## src/design/frd_defs.vh

```
`ifndef FRD_DEFS_VH
`define FRD_DEFS_VH

// opcodes of the register, protection and reset groups and the octal array reads
`define FRD_OP_STATUS_RD   8'h05
`define FRD_OP_CONFIG_RD   8'h15
`define FRD_OP_SC_WR       8'h01
`define FRD_OP_CR2_RD      8'h71
`define FRD_OP_CR2_WR      8'h72
`define FRD_OP_SEC_RD      8'h2b
`define FRD_OP_SEC_WR      8'h2f
`define FRD_OP_FB_RD       8'h16
`define FRD_OP_FB_WR       8'h17
`define FRD_OP_FB_ER       8'h18
`define FRD_OP_OTP_EN      8'hb1
`define FRD_OP_OTP_EX      8'hc1
`define FRD_OP_SPB_PG      8'he3
`define FRD_OP_SPB_ER      8'he4
`define FRD_OP_PASS_RD     8'h27
`define FRD_OP_PASS_WR     8'h28
`define FRD_OP_RST_ARM     8'h66
`define FRD_OP_RST         8'h99
`define FRD_OP_OCT_SDR_RD  8'hec
`define FRD_OP_OCT_DDR_RD  8'hee

// dummy cycles per interface
`define FRD_PASS_DUMMY_SPI 5'h08
`define FRD_REG_DUMMY_OCT  5'h04
`define FRD_PASS_DUMMY_OCT 5'h14
`define FRD_ARR_DUMMY_OCT  5'h14

// data byte counts and last address byte index
`define FRD_FB_BYTES       4'h4
`define FRD_PASS_BYTES     4'h8
`define FRD_ADDR_LAST      3'h3

// reset values
`define FRD_STATUS_RST     8'h00
`define FRD_CONFIG_RST     8'h00
`define FRD_CR2_RST        8'h00
`define FRD_SEC_RST        8'h00
`define FRD_FB_RST         32'hffffffff
`define FRD_PASS_RST       64'hffffffffffffffff
`define FRD_SPB_RST        8'h00

// field positions
`define FRD_SEC_LOCK_BIT   1
`define FRD_CR2_OCT_BIT    0
`define FRD_CR2_DDR_BIT    1
`define FRD_SPB_SEL_HI     18
`define FRD_SPB_SEL_LO     16

`endif

```

## src/design/frd_sync.v

```verilog
`timescale 1ns/1ps
`default_nettype none

module frd_sync (
   // clock and reset
   input  wire        clk,
   input  wire        resetn,
   // raw pins: cs_n, sclk, si, dq[7:0]
   input  wire [10:0] async_in,
   // synchronised copies
   output wire [10:0] sync_out
);

   reg [10:0] meta_reg;
   reg [10:0] sync_reg;

   // two flops per bit; the first is read only by the second
   genvar gi;
   generate
      for (gi = 0; gi < 11; gi = gi + 1) begin : g_bit
         always @(posedge clk) begin
            if (!resetn) begin
               meta_reg[gi] <= (gi == 10) ? 1'b1 : 1'b0;
               sync_reg[gi] <= (gi == 10) ? 1'b1 : 1'b0;
            end else begin
               meta_reg[gi] <= async_in[gi];
               sync_reg[gi] <= meta_reg[gi];
            end
         end
      end
   endgenerate

   assign sync_out = sync_reg;

endmodule

`default_nettype wire

```

## src/design/frd_decoder.v

```verilog
`include "frd_defs.vh"
`timescale 1ns/1ps
`default_nettype none

module frd_decoder (
   // clock and reset
   input  wire       clk,
   input  wire       resetn,
   // serial pins
   input  wire       cs_n,
   input  wire       sclk,
   input  wire       si,
   output reg        so,
   output reg        so_oe_n,
   // octal data pins
   input  wire [7:0] dq_in,
   output reg  [7:0] dq_out,
   output reg        dq_oe_n,
   // device state
   output reg        otp_active,
   output reg  [7:0] spb_bits,
   output reg        mem_reset
);

   localparam ST_IDLE  = 3'h0;
   localparam ST_CMD   = 3'h1;
   localparam ST_CMD2  = 3'h2;
   localparam ST_ADDR  = 3'h3;
   localparam ST_DUMMY = 3'h4;
   localparam ST_DIN   = 3'h5;
   localparam ST_DOUT  = 3'h6;
   localparam ST_DONE  = 3'h7;

   localparam K_NONE = 2'h0;
   localparam K_RD   = 2'h1;
   localparam K_WR   = 2'h2;

   wire [10:0] sync_w;
   wire        cs_s;
   wire        sclk_s;
   wire        si_s;
   wire [7:0]  dq_s;

   reg         sclk_q;
   reg         cs_q;
   reg  [2:0]  state_reg;
   reg         ign_reg;
   reg         oct_reg;
   reg         ddr_reg;
   reg  [2:0]  bitcnt_reg;
   reg  [7:0]  shreg_reg;
   reg  [7:0]  op_reg;
   reg  [4:0]  cnt_reg;
   reg  [31:0] addr_reg;
   reg  [63:0] stage_reg;
   reg  [2:0]  idx_reg;
   reg  [2:0]  obit_reg;
   reg  [7:0]  tx_reg;
   reg         armed_reg;
   reg  [7:0]  status_reg;
   reg  [7:0]  config_reg;
   reg  [7:0]  cr2_reg;
   reg  [7:0]  sec_reg;
   reg  [31:0] fb_reg;
   reg  [63:0] pass_reg;

   frd_sync u_sync (
      .clk      (clk),
      .resetn   (resetn),
      .async_in ({cs_n, sclk, si, dq_in}),
      .sync_out (sync_w)
   );

   assign cs_s   = sync_w[10];
   assign sclk_s = sync_w[9];
   assign si_s   = sync_w[8];
   assign dq_s   = sync_w[7:0];

   // edges of the sampled serial clock and chip select
   wire rise    = sclk_s & ~sclk_q;
   wire fall    = ~sclk_s & sclk_q;
   wire cs_fall = ~cs_s & cs_q;
   wire cs_rise = cs_s & ~cs_q;
   wire cap     = rise | (oct_reg & ddr_reg & fall);
   wire launch  = fall | (oct_reg & ddr_reg & rise);

   wire [7:0] byte_in   = oct_reg ? dq_s : {shreg_reg[6:0], si_s};
   wire       byte_done = cap & (oct_reg | (bitcnt_reg == 3'h7));
   wire [7:0] dec_op    = (state_reg == ST_CMD) ? byte_in : op_reg;
   wire [2:0] idx_inc   = idx_reg + 3'h1;

   // command table: validity, address, dummy cycles, kind of data phase
   reg       dec_valid;
   reg       dec_addr;
   reg [4:0] dec_dummy;
   reg [1:0] dec_kind;
   always @* begin
      dec_valid = 1'b1;
      dec_addr  = 1'b0;
      dec_dummy = 5'h00;
      dec_kind  = K_NONE;
      case (dec_op)
         `FRD_OP_STATUS_RD: dec_kind = K_RD;
         `FRD_OP_CONFIG_RD: dec_kind = K_RD;
         `FRD_OP_SC_WR:     dec_kind = K_WR;
         `FRD_OP_CR2_RD: begin
            dec_kind = K_RD;
            dec_addr = 1'b1;
         end
         `FRD_OP_CR2_WR: begin
            dec_kind = K_WR;
            dec_addr = 1'b1;
         end
         `FRD_OP_SEC_RD:    dec_kind = K_RD;
         `FRD_OP_SEC_WR:    dec_kind = K_NONE;
         `FRD_OP_FB_RD:     dec_kind = K_RD;
         `FRD_OP_FB_WR:     dec_kind = K_WR;
         `FRD_OP_FB_ER:     dec_kind = K_NONE;
         `FRD_OP_OTP_EN:    dec_kind = K_NONE;
         `FRD_OP_OTP_EX:    dec_kind = K_NONE;
         `FRD_OP_SPB_PG:    dec_addr = 1'b1;
         `FRD_OP_SPB_ER:    dec_kind = K_NONE;
         `FRD_OP_PASS_RD: begin
            dec_kind  = K_RD;
            dec_addr  = 1'b1;
            dec_dummy = `FRD_PASS_DUMMY_SPI;
         end
         `FRD_OP_PASS_WR: begin
            dec_kind = K_WR;
            dec_addr = 1'b1;
         end
         `FRD_OP_RST_ARM:   dec_kind = K_NONE;
         `FRD_OP_RST:       dec_kind = K_NONE;
         `FRD_OP_OCT_SDR_RD: begin
            dec_valid = oct_reg & ~ddr_reg;
            dec_kind  = K_RD;
         end
         `FRD_OP_OCT_DDR_RD: begin
            dec_valid = oct_reg & ddr_reg;
            dec_kind  = K_RD;
         end
         default:           dec_valid = 1'b0;
      endcase
      // octal frames carry four address bytes unless instruction only
      if (oct_reg && (dec_kind != K_NONE || dec_op == `FRD_OP_SPB_PG)) begin
         dec_addr = 1'b1;
         if (dec_kind == K_RD) begin
            if (dec_op == `FRD_OP_PASS_RD) begin
               dec_dummy = `FRD_PASS_DUMMY_OCT;
            end else if (dec_op == `FRD_OP_OCT_SDR_RD || dec_op == `FRD_OP_OCT_DDR_RD) begin
               dec_dummy = `FRD_ARR_DUMMY_OCT;
            end else begin
               dec_dummy = `FRD_REG_DUMMY_OCT;
            end
         end
      end
   end

   // phase after the address and after the opcode
   reg [2:0] post_addr_st;
   reg [2:0] post_op_st;
   always @* begin
      if (dec_dummy != 5'h00) begin
         post_addr_st = ST_DUMMY;
      end else if (dec_kind == K_RD) begin
         post_addr_st = ST_DOUT;
      end else if (dec_kind == K_WR) begin
         post_addr_st = ST_DIN;
      end else begin
         post_addr_st = ST_DONE;
      end
      post_op_st = dec_addr ? ST_ADDR : post_addr_st;
   end

   // byte to be shifted out; array data is not modelled and reads zero
   function [7:0] out_byte;
      input [7:0] o;
      input [2:0] i;
      begin
         case (o)
            `FRD_OP_STATUS_RD: out_byte = status_reg;
            `FRD_OP_CONFIG_RD: out_byte = config_reg;
            `FRD_OP_CR2_RD:    out_byte = cr2_reg;
            `FRD_OP_SEC_RD:    out_byte = sec_reg;
            `FRD_OP_FB_RD:     out_byte = fb_reg[{i[1:0], 3'h0} +: 8];
            `FRD_OP_PASS_RD:   out_byte = pass_reg[{i, 3'h0} +: 8];
            default:           out_byte = 8'h00;
         endcase
      end
   endfunction

   // frame engine and register state
   always @(posedge clk) begin
      if (!resetn) begin
         sclk_q     <= 1'b0;
         cs_q       <= 1'b1;
         state_reg  <= ST_IDLE;
         ign_reg    <= 1'b0;
         oct_reg    <= 1'b0;
         ddr_reg    <= 1'b0;
         bitcnt_reg <= 3'h0;
         shreg_reg  <= 8'h00;
         op_reg     <= 8'h00;
         cnt_reg    <= 5'h00;
         addr_reg   <= 32'h00000000;
         stage_reg  <= 64'h0000000000000000;
         idx_reg    <= 3'h0;
         obit_reg   <= 3'h0;
         tx_reg     <= 8'h00;
         armed_reg  <= 1'b0;
         status_reg <= `FRD_STATUS_RST;
         config_reg <= `FRD_CONFIG_RST;
         cr2_reg    <= `FRD_CR2_RST;
         sec_reg    <= `FRD_SEC_RST;
         fb_reg     <= `FRD_FB_RST;
         pass_reg   <= `FRD_PASS_RST;
         otp_active <= 1'b0;
         spb_bits   <= `FRD_SPB_RST;
         mem_reset  <= 1'b0;
         so         <= 1'b0;
         so_oe_n    <= 1'b1;
         dq_out     <= 8'h00;
         dq_oe_n    <= 1'b1;
      end else begin
         sclk_q    <= sclk_s;
         cs_q      <= cs_s;
         mem_reset <= 1'b0;
         if (cs_fall) begin
            // mode is fixed for the whole frame
            state_reg  <= ST_CMD;
            ign_reg    <= 1'b0;
            oct_reg    <= cr2_reg[`FRD_CR2_OCT_BIT];
            ddr_reg    <= cr2_reg[`FRD_CR2_DDR_BIT];
            bitcnt_reg <= 3'h0;
            cnt_reg    <= 5'h00;
         end else if (cs_rise) begin
            so_oe_n   <= 1'b1;
            dq_oe_n   <= 1'b1;
            state_reg <= ST_IDLE;
            // a frame that never finished its opcode is no command at all
            if (ign_reg || state_reg > ST_CMD2) begin
               armed_reg <= ~ign_reg && state_reg == ST_DONE &&
                            op_reg == `FRD_OP_RST_ARM;
            end
            if (!ign_reg && state_reg == ST_DONE) begin
               case (op_reg)
                  `FRD_OP_SEC_WR: sec_reg[`FRD_SEC_LOCK_BIT] <= 1'b1;
                  `FRD_OP_FB_ER:  fb_reg <= `FRD_FB_RST;
                  `FRD_OP_OTP_EN: otp_active <= 1'b1;
                  `FRD_OP_OTP_EX: otp_active <= 1'b0;
                  `FRD_OP_SPB_PG:
                     spb_bits[addr_reg[`FRD_SPB_SEL_HI:`FRD_SPB_SEL_LO]] <= 1'b1;
                  `FRD_OP_SPB_ER: spb_bits <= `FRD_SPB_RST;
                  `FRD_OP_RST: begin
                     if (armed_reg) begin
                        mem_reset  <= 1'b1;
                        status_reg <= `FRD_STATUS_RST;
                        config_reg <= `FRD_CONFIG_RST;
                        cr2_reg    <= `FRD_CR2_RST;
                        otp_active <= 1'b0;
                     end
                  end
                  default: ;
               endcase
            end
            // fastboot and password writes commit only when the low four bits of the byte count equal the full count
            if (!ign_reg && state_reg == ST_DIN) begin
               if (op_reg == `FRD_OP_FB_WR && cnt_reg[3:0] == `FRD_FB_BYTES) begin
                  fb_reg <= stage_reg[63:32];  // bytes enter at the top
               end
               if (op_reg == `FRD_OP_PASS_WR && cnt_reg[3:0] == `FRD_PASS_BYTES) begin
                  pass_reg <= stage_reg;
               end
            end
         end else if (!cs_s && !ign_reg && state_reg != ST_IDLE) begin
            if (cap && !oct_reg) begin
               shreg_reg  <= byte_in;
               bitcnt_reg <= bitcnt_reg + 3'h1;
            end
            // dummy cycles count rising edges in either rate
            if (rise && state_reg == ST_DUMMY) begin
               cnt_reg <= cnt_reg + 5'h01;
               if (cnt_reg == dec_dummy - 5'h01) begin
                  state_reg <= post_addr_st == ST_DUMMY ? ST_DOUT : post_addr_st;
                  cnt_reg   <= 5'h00;
                  idx_reg   <= 3'h0;
                  obit_reg  <= 3'h0;
                  tx_reg    <= out_byte(op_reg, 3'h0);
               end
            end
            if (byte_done) begin
               case (state_reg)
                  ST_CMD: begin
                     op_reg <= byte_in;
                     if (oct_reg) begin
                        state_reg <= ST_CMD2;
                     end else if (!dec_valid) begin
                        ign_reg <= 1'b1;
                     end else begin
                        state_reg <= post_op_st;
                        idx_reg   <= 3'h0;
                        obit_reg  <= 3'h0;
                        tx_reg    <= out_byte(byte_in, 3'h0);
                     end
                  end
                  ST_CMD2: begin
                     if (byte_in != ~op_reg || !dec_valid) begin
                        ign_reg <= 1'b1;
                     end else begin
                        state_reg <= post_op_st;
                     end
                  end
                  ST_ADDR: begin
                     addr_reg <= {addr_reg[23:0], byte_in};
                     cnt_reg  <= cnt_reg + 5'h01;
                     if (cnt_reg[2:0] == `FRD_ADDR_LAST) begin
                        state_reg <= post_addr_st;
                        cnt_reg   <= 5'h00;
                        idx_reg   <= 3'h0;
                        obit_reg  <= 3'h0;
                        tx_reg    <= out_byte(op_reg, 3'h0);
                     end
                  end
                  ST_DIN: begin
                     if (cnt_reg != 5'h1f) begin
                        cnt_reg <= cnt_reg + 5'h01;
                     end
                     stage_reg <= {byte_in, stage_reg[63:8]};
                     if (op_reg == `FRD_OP_SC_WR) begin
                        if (cnt_reg == 5'h00 && !(oct_reg && addr_reg[0])) begin
                           status_reg <= byte_in;
                        end else if (cnt_reg == 5'h01 || (cnt_reg == 5'h00 && oct_reg)) begin
                           config_reg <= byte_in;
                        end
                     end
                     if (op_reg == `FRD_OP_CR2_WR && cnt_reg == 5'h00) begin
                        cr2_reg <= byte_in;
                     end
                  end
                  default: ;
               endcase
            end
            // output phase runs until chip select rises
            if (launch && state_reg == ST_DOUT) begin
               if (oct_reg) begin
                  dq_oe_n <= 1'b0;
                  dq_out  <= tx_reg;
                  tx_reg  <= out_byte(op_reg, idx_inc);
                  idx_reg <= idx_inc;
               end else begin
                  so_oe_n  <= 1'b0;
                  so       <= tx_reg[7];
                  obit_reg <= obit_reg + 3'h1;
                  if (obit_reg == 3'h7) begin
                     tx_reg  <= out_byte(op_reg, idx_inc);
                     idx_reg <= idx_inc;
                  end else begin
                     tx_reg <= {tx_reg[6:0], 1'b0};
                  end
               end
            end
         end else if (ign_reg) begin
            so_oe_n <= 1'b1;
            dq_oe_n <= 1'b1;
         end
      end
   end

endmodule

`default_nettype wire

```

## config.mk

```make
export PLATFORM = sky130hd
export DESIGN_NAME = frd_decoder
export DESIGN_NICKNAME = d
export VERILOG_FILES = /design/src/design/frd_sync.v /design/src/design/frd_decoder.v
export VERILOG_INCLUDE_DIRS = /design/src /design/src/design
export SDC_FILE = /design/constraint.sdc
export NUM_CORES = 1
export LEC_CHECK = 0
export BUFFER_PORTS_ARGS = -buffer_cell sky130_fd_sc_hd__buf_2
export CAP_MARGIN = 30
export CORE_AREA = 2 2 155 157
export DETAILED_ROUTE_END_ITERATION = 10
export DIE_AREA = 0 0 157 159
export PLACE_DENSITY = 0.74
export SYNTH_ARGS = -nofsm -noshare
export SYNTH_HDL_FRONTEND = slang
export SYNTH_SLANG_ARGS = --single-unit
```

## constraint.sdc

```tcl
create_clock -name clk -period 6 [get_ports clk]
set_input_delay 0.6 -clock clk [delete_from_list [all_inputs] [get_ports clk]]
set_output_delay 0.6 -clock clk [all_outputs]
set_load 0.01 [all_outputs]
```

==> out/results.ini, run 1 <==
[status]
status=completed

[synthesis]
ys.flop_type=dfxtp_1
ys_seq_area_share_pct=41.2
synth_area_leader_cell=dfxtp_1
synthTopCellsByArea=dfxtp_1, nand2_1, mux2i_1, mux4_2, a21boi_0
yosys_warnings=0
syn_inst=1630
syn_area_um2=13800
ys_ff_latch=283
synthArstFlopShare_pct=0
synth-edff-count=0
synth_top_area_share_pct=41.2
synthDistinctLibCells=81
post_synth.cell_area_avg_um2=8.44
syn-num-nets=1658

[critical_path]
critPathKind=register to register
r2r_setup_slack_ns=1.45
cp.arrival_ns=5.00
cp.required_ns=6.44
path_max_fanout=20
crit_path_start_kind=register
setup.worst_path.end_class=register

[timing]
timing.fmax_ghz=0.220
setup_tns_ns=0
period_share_pct=75.9
min_period_ns=4.55
setup_viol=0
finalClockSkew_ns=0.0178
tightest_slew_ns=1.08
maxSlewViolCount=0
relSlewSlack_pct=28.1
hold_viol=0
rsz0062_at_grt=false

[detailed_routing]
met2_length_mm=17.8
drt-met1-wl_mm=16.1
drt-total-wl_mm=38.6
drc=0
wire_per_inst_um=19.8
top_layer=met4
via_per_inst=6.27
first_iter_violations=1206
vias=12200
dr_wl_met3_mm=3.05
dr.pass1.iters=7
ant_nets=0

[floorplanning]
start_util_pct=59.3
rows=56
ios=34
chipHeight_um=159
die-area_um2=25000
die_w_um=157
core_um2=23200

[clock_tree]
cts_tree=done
cts_buffer_depth=3
clk_latency_ns=0.58
numCtsBuffers=30
root_buffer=clkbuf_16
path_clk_slew_ns=0.07
holdBufCountCts=0
htreeDepth=1
cts_post_setup_buffers_inserted=0
cts.sink_count=283
post_cts_resize_count=0

[grt]
grt_pass1_wl_mm=61.7
grt-ovfl-total=0
track_usage_pct=30.6
antenna_found_initial=0
grt_pass1_vias=11400
grt_max_degree=141

[min_path]
min_path_type=input pin to register

[placed_design]
dpl.hpwl_mm=25.8
gp_congestion=0.950
io_buffers=33
dpl_cell_area_um2=14200

[layout]
multi_input_comb_area_um2=7580
final_cell_mix=nand2_1, dfxtp_1, nand3_1, nor2_1, a21boi_0
diodes=0
nNetsFinal=1636
regArea_um2=5670
drive_gt1_share_pct=10.9
layout_commonest_cell=nand2_1
syn_to_final_growth_pct=10.2
fin_area_um2=15200
fillCellCount=1973

[pwr]
finalPower_uw=3890
power_leakage_uw=0.00579
peakVddDrop_mv=0.253
power.density_nw_per_um2=257

[flow_run]
cap_violations=0

## routing by layer
layer / vias to the layer above / track usage (%)
li1: 5790 / -
met1: 5792 / 42.1
met2: 522 / 48.5
met3: 113 / 4.33
met4: 0 / 12.7
met5: - / 0
## per-stage QoR
step           hold slack, ns  util (%)  cells  setup slack, ns
2_1_floorplan           0.386         -   1630             2.31
3_3_place_gp            0.390      60.8   1890             1.64
3_5_place_dp            0.402      61.0   1895             1.55
4_1_cts                 0.214      65.4   1949             1.52
5_1_grt                 0.232      65.4   1949             1.13
6_report                0.218      65.4   1949             1.45
## path summary, 6_finish.rpt
kind                        from             endpoint  cells after the start
max                 state_reg[0]            tx_reg[6]                     15
min                         cs_n  u_sync.meta_reg[10]                      2
max reg2reg         state_reg[0]            tx_reg[6]                     15
min reg2reg  u_sync.meta_reg[10]  u_sync.sync_out[10]                      1
## cell families after synthesis
family	Yosys count	share of synthesized area (%)
compound gates	358	18.9
xor+xnor	14	0.891
fa+ha+maj	15	1.36
buf+inv	141	3.98
flops	283	41.2
mux	88	8.71
simple gates	731	25.0
## critical path, cell delays in order (launching register included)
cell and delay [ns]:
dfxtp_1 0.58, nor3b_2 0.79, buf_4 0.28, nor2_1 0.07, or2_2 0.29, a32o_1 0.28
o21ai_2 0.16, ha_1 0.19, ha_1 0.24, xor2_1 0.15, nand4_1 0.13, nor2_1 0.18
mux2_4 0.37, mux2_4 0.34, a311oi_2 0.23, a31oi_1 0.13
## layout make-up
type	instances	area share, %
multi-input cells	1206	50.0
inverters	24	0.594
clock inverters	17	1.25
flip-flops and latches	283	37.4
well taps	319	2.63
repair buffers	63	2.77
clock buffers	37	5.39
## power breakdown
part / total (µW) / leakage (µW) / internal, µW / switching, µW
Combinational: 121 / 0.00302 / 46.4 / 74.4
Clock: 1870 / 0.000481 / 1060 / 805
Sequential: 1900 / 0.00229 / 1890 / 10.3
## cells in the mapped netlist, drive strengths merged, types with 15 or more instances
master,count
nand2,360
dfxtp,283
clkbuf,101
nand3,84
nor2,82
a21boi,64
a21oi,60
mux2i,56
nor2b,50
o21ai,38
o22ai,33
nor3,32
and2,29
o211a,26
inv,24
mux4,24
a22oi,19
nand3b,17
a31oi,16
buf,16
nand2b,16
ha,15
No activity file was read; power rests on OpenSTA's default activity.
==> run 2: changes to the inputs <==
- clock period: 6 -> 4.3 ns (I/O delays scaled with it)
==> out/results.ini, run 2 (synthesized netlist as in run 1, its figures left out) <==
[status]
status=completed

[clock_tree]
numCtsBuffers=29  ; -3.3%
cts_tree=done
cts.sink_count=283  ; unchanged
htreeDepth=1  ; unchanged
path_clk_slew_ns=0.07  ; about the same
root_buffer=clkbuf_16
clk_latency_ns=0.57  ; about the same
cts_buffer_depth=3  ; unchanged
holdBufCountCts=0  ; unchanged

[layout]
layout_commonest_cell=nand2_1
fin_util_pct=65.9  ; +0.54 points
final_cell_mix=nand2_1, dfxtp_1, nand3_1, nor2_1, a21boi_0
nNetsFinal=1661  ; +1.5%
diodes=0  ; unchanged
drive_gt1_share_pct=11.8  ; +0.91 points
syn_to_final_growth_pct=11.1

[timing]
maxSlewViolCount=0  ; unchanged
setup_tns_ns=0  ; unchanged
rsz0062_at_grt=false
setup_viol=0  ; unchanged
hold_ws_ns=0.0441  ; -0.174 ns
min_period_ns=3.99  ; -0.569 ns
finalClockSkew_ns=0.00992  ; -0.00788 ns
tightest_slew_ns=0.892  ; -0.185 ns
fin_ws_ns=0.314  ; -1.13 ns
hold_viol=0  ; unchanged
relSlewSlack_pct=38.9  ; +11 points
timing.fmax_ghz=0.251  ; +14%
period_share_pct=92.7  ; +17 points

[critical_path]
cp.required_ns=4.78  ; -1.66 ns
crit_path_start_kind=register
cp.arrival_ns=4.46  ; -0.54 ns
path_max_fanout=19  ; -5.0%
critPathKind=register to register
setup.worst_path.end_class=register

[placed_design]
gp_congestion=0.981  ; +3.2%
dpl.hpwl_mm=25.7  ; -0.16%
io_buffers=33  ; unchanged
dpl_worst_slack_ns=0.224  ; -1.32 ns

[floorplanning]
die-area_um2=25000  ; unchanged
ios=34  ; unchanged
core_um2=23200  ; unchanged
rows=56  ; unchanged
die_w_um=157  ; unchanged
start_util_pct=59.3  ; unchanged
chipHeight_um=159  ; unchanged

[pwr]
power_leakage_uw=0.00589  ; +1.8%
power.density_nw_per_um2=348  ; +36%
peakVddDrop_mv=0.342  ; +35%
finalPower_uw=5320  ; +37%

[grt]
grt-ovfl-total=0  ; unchanged
grt_pass1_vias=11500  ; +0.57%
grt_max_degree=122  ; -13%
antenna_found_initial=0  ; unchanged
track_usage_pct=30.8  ; +0.13 points
grt_pass1_wl_mm=61.7  ; about the same

[detailed_routing]
ant_nets=0  ; unchanged
dr.pass1.iters=6  ; -1
via_per_inst=6.18  ; -1.4%
drt-total-wl_mm=38.4  ; -0.42%
wire_per_inst_um=19.5  ; -1.3%
vias=12200  ; -0.45%
first_iter_violations=1215  ; +0.75%
drc=0  ; unchanged

[min_path]
min_path_type=input pin to register

[flow_run]
cap_violations=0  ; unchanged

-- run 2: critical path, stage by stage (launching register included) --
cell	delay (ns)
dfxtp_2	0.36
buf_4	0.21
or3b_2	0.46
a22oi_1	0.36
a21o_1	0.20
a32o_1	0.19
o21ai_2	0.09
ha_1	0.20
ha_1	0.28
xor2_1	0.15
nand4_1	0.13
nor2_1	0.17
mux2_4	0.27
buf_4	0.23
mux2i_1	0.21
a221oi_1	0.10
a311oi_1	0.27
-- run 2: final cells by class --
class	instances	area, µm²
repair buffers	89	628
inverters	24	90.1
clock buffers	36	772
multi-input cells	1206	7580
fillers	1981	7900
clock inverters	10	153
well taps	319	399
flip-flops and latches	283	5670
-- run 2: final timing paths --
check / startpoint / depth (start not counted) / slack [ns] / end
min: cs_n / 2 / 0.04 / u_sync.meta_reg[10]
max: oct_reg / 16 / 0.31 / tx_reg[0]
min reg2reg: u_sync.meta_reg[10] / 1 / 0.43 / u_sync.sync_out[10]
max reg2reg: oct_reg / 16 / 0.31 / tx_reg[0]
-- run 2: what timing repair did --
item                                    4_1_cts  5_1_grt
endpoints found under the setup margin        0        6
endpoints found under the hold margin         0        0
buffers inserted                              0        2
gates resized for setup                       0        2
-- run 2: report_power, final --
| group | internal (µW) | total [µW] | switching, µW |
|---|---|---|---|
| Clock | 1450 | 2490 | 1040 |
| Sequential | 2640 | 2650 | 12.7 |
| Combinational | 72.0 | 181 | 109 |
| Total | 4160 | 5320 | 1170 |
-- run 2: metrics by stage --
step,std cells,cell area [µm²]
after CTS,1964,15200
after floorplan,1630,13800
after global placement,1918,14300
after global routing,1967,15300
after detailed placement,1918,14300
final,1967,15300
-- run 2: per-layer routing --
| layer | global-route usage (%) | share of wire, % | up-vias |
|---|---|---|---|
| li1 | - | - | 5811 |
| met1 | 41.3 | 42 | 5778 |
| met2 | 49.2 | 46 | 462 |
| met3 | 5.28 | 7.4 | 111 |
| met4 | 12.5 | 4.4 | 0 |
| met5 | 0 | 0 | - |
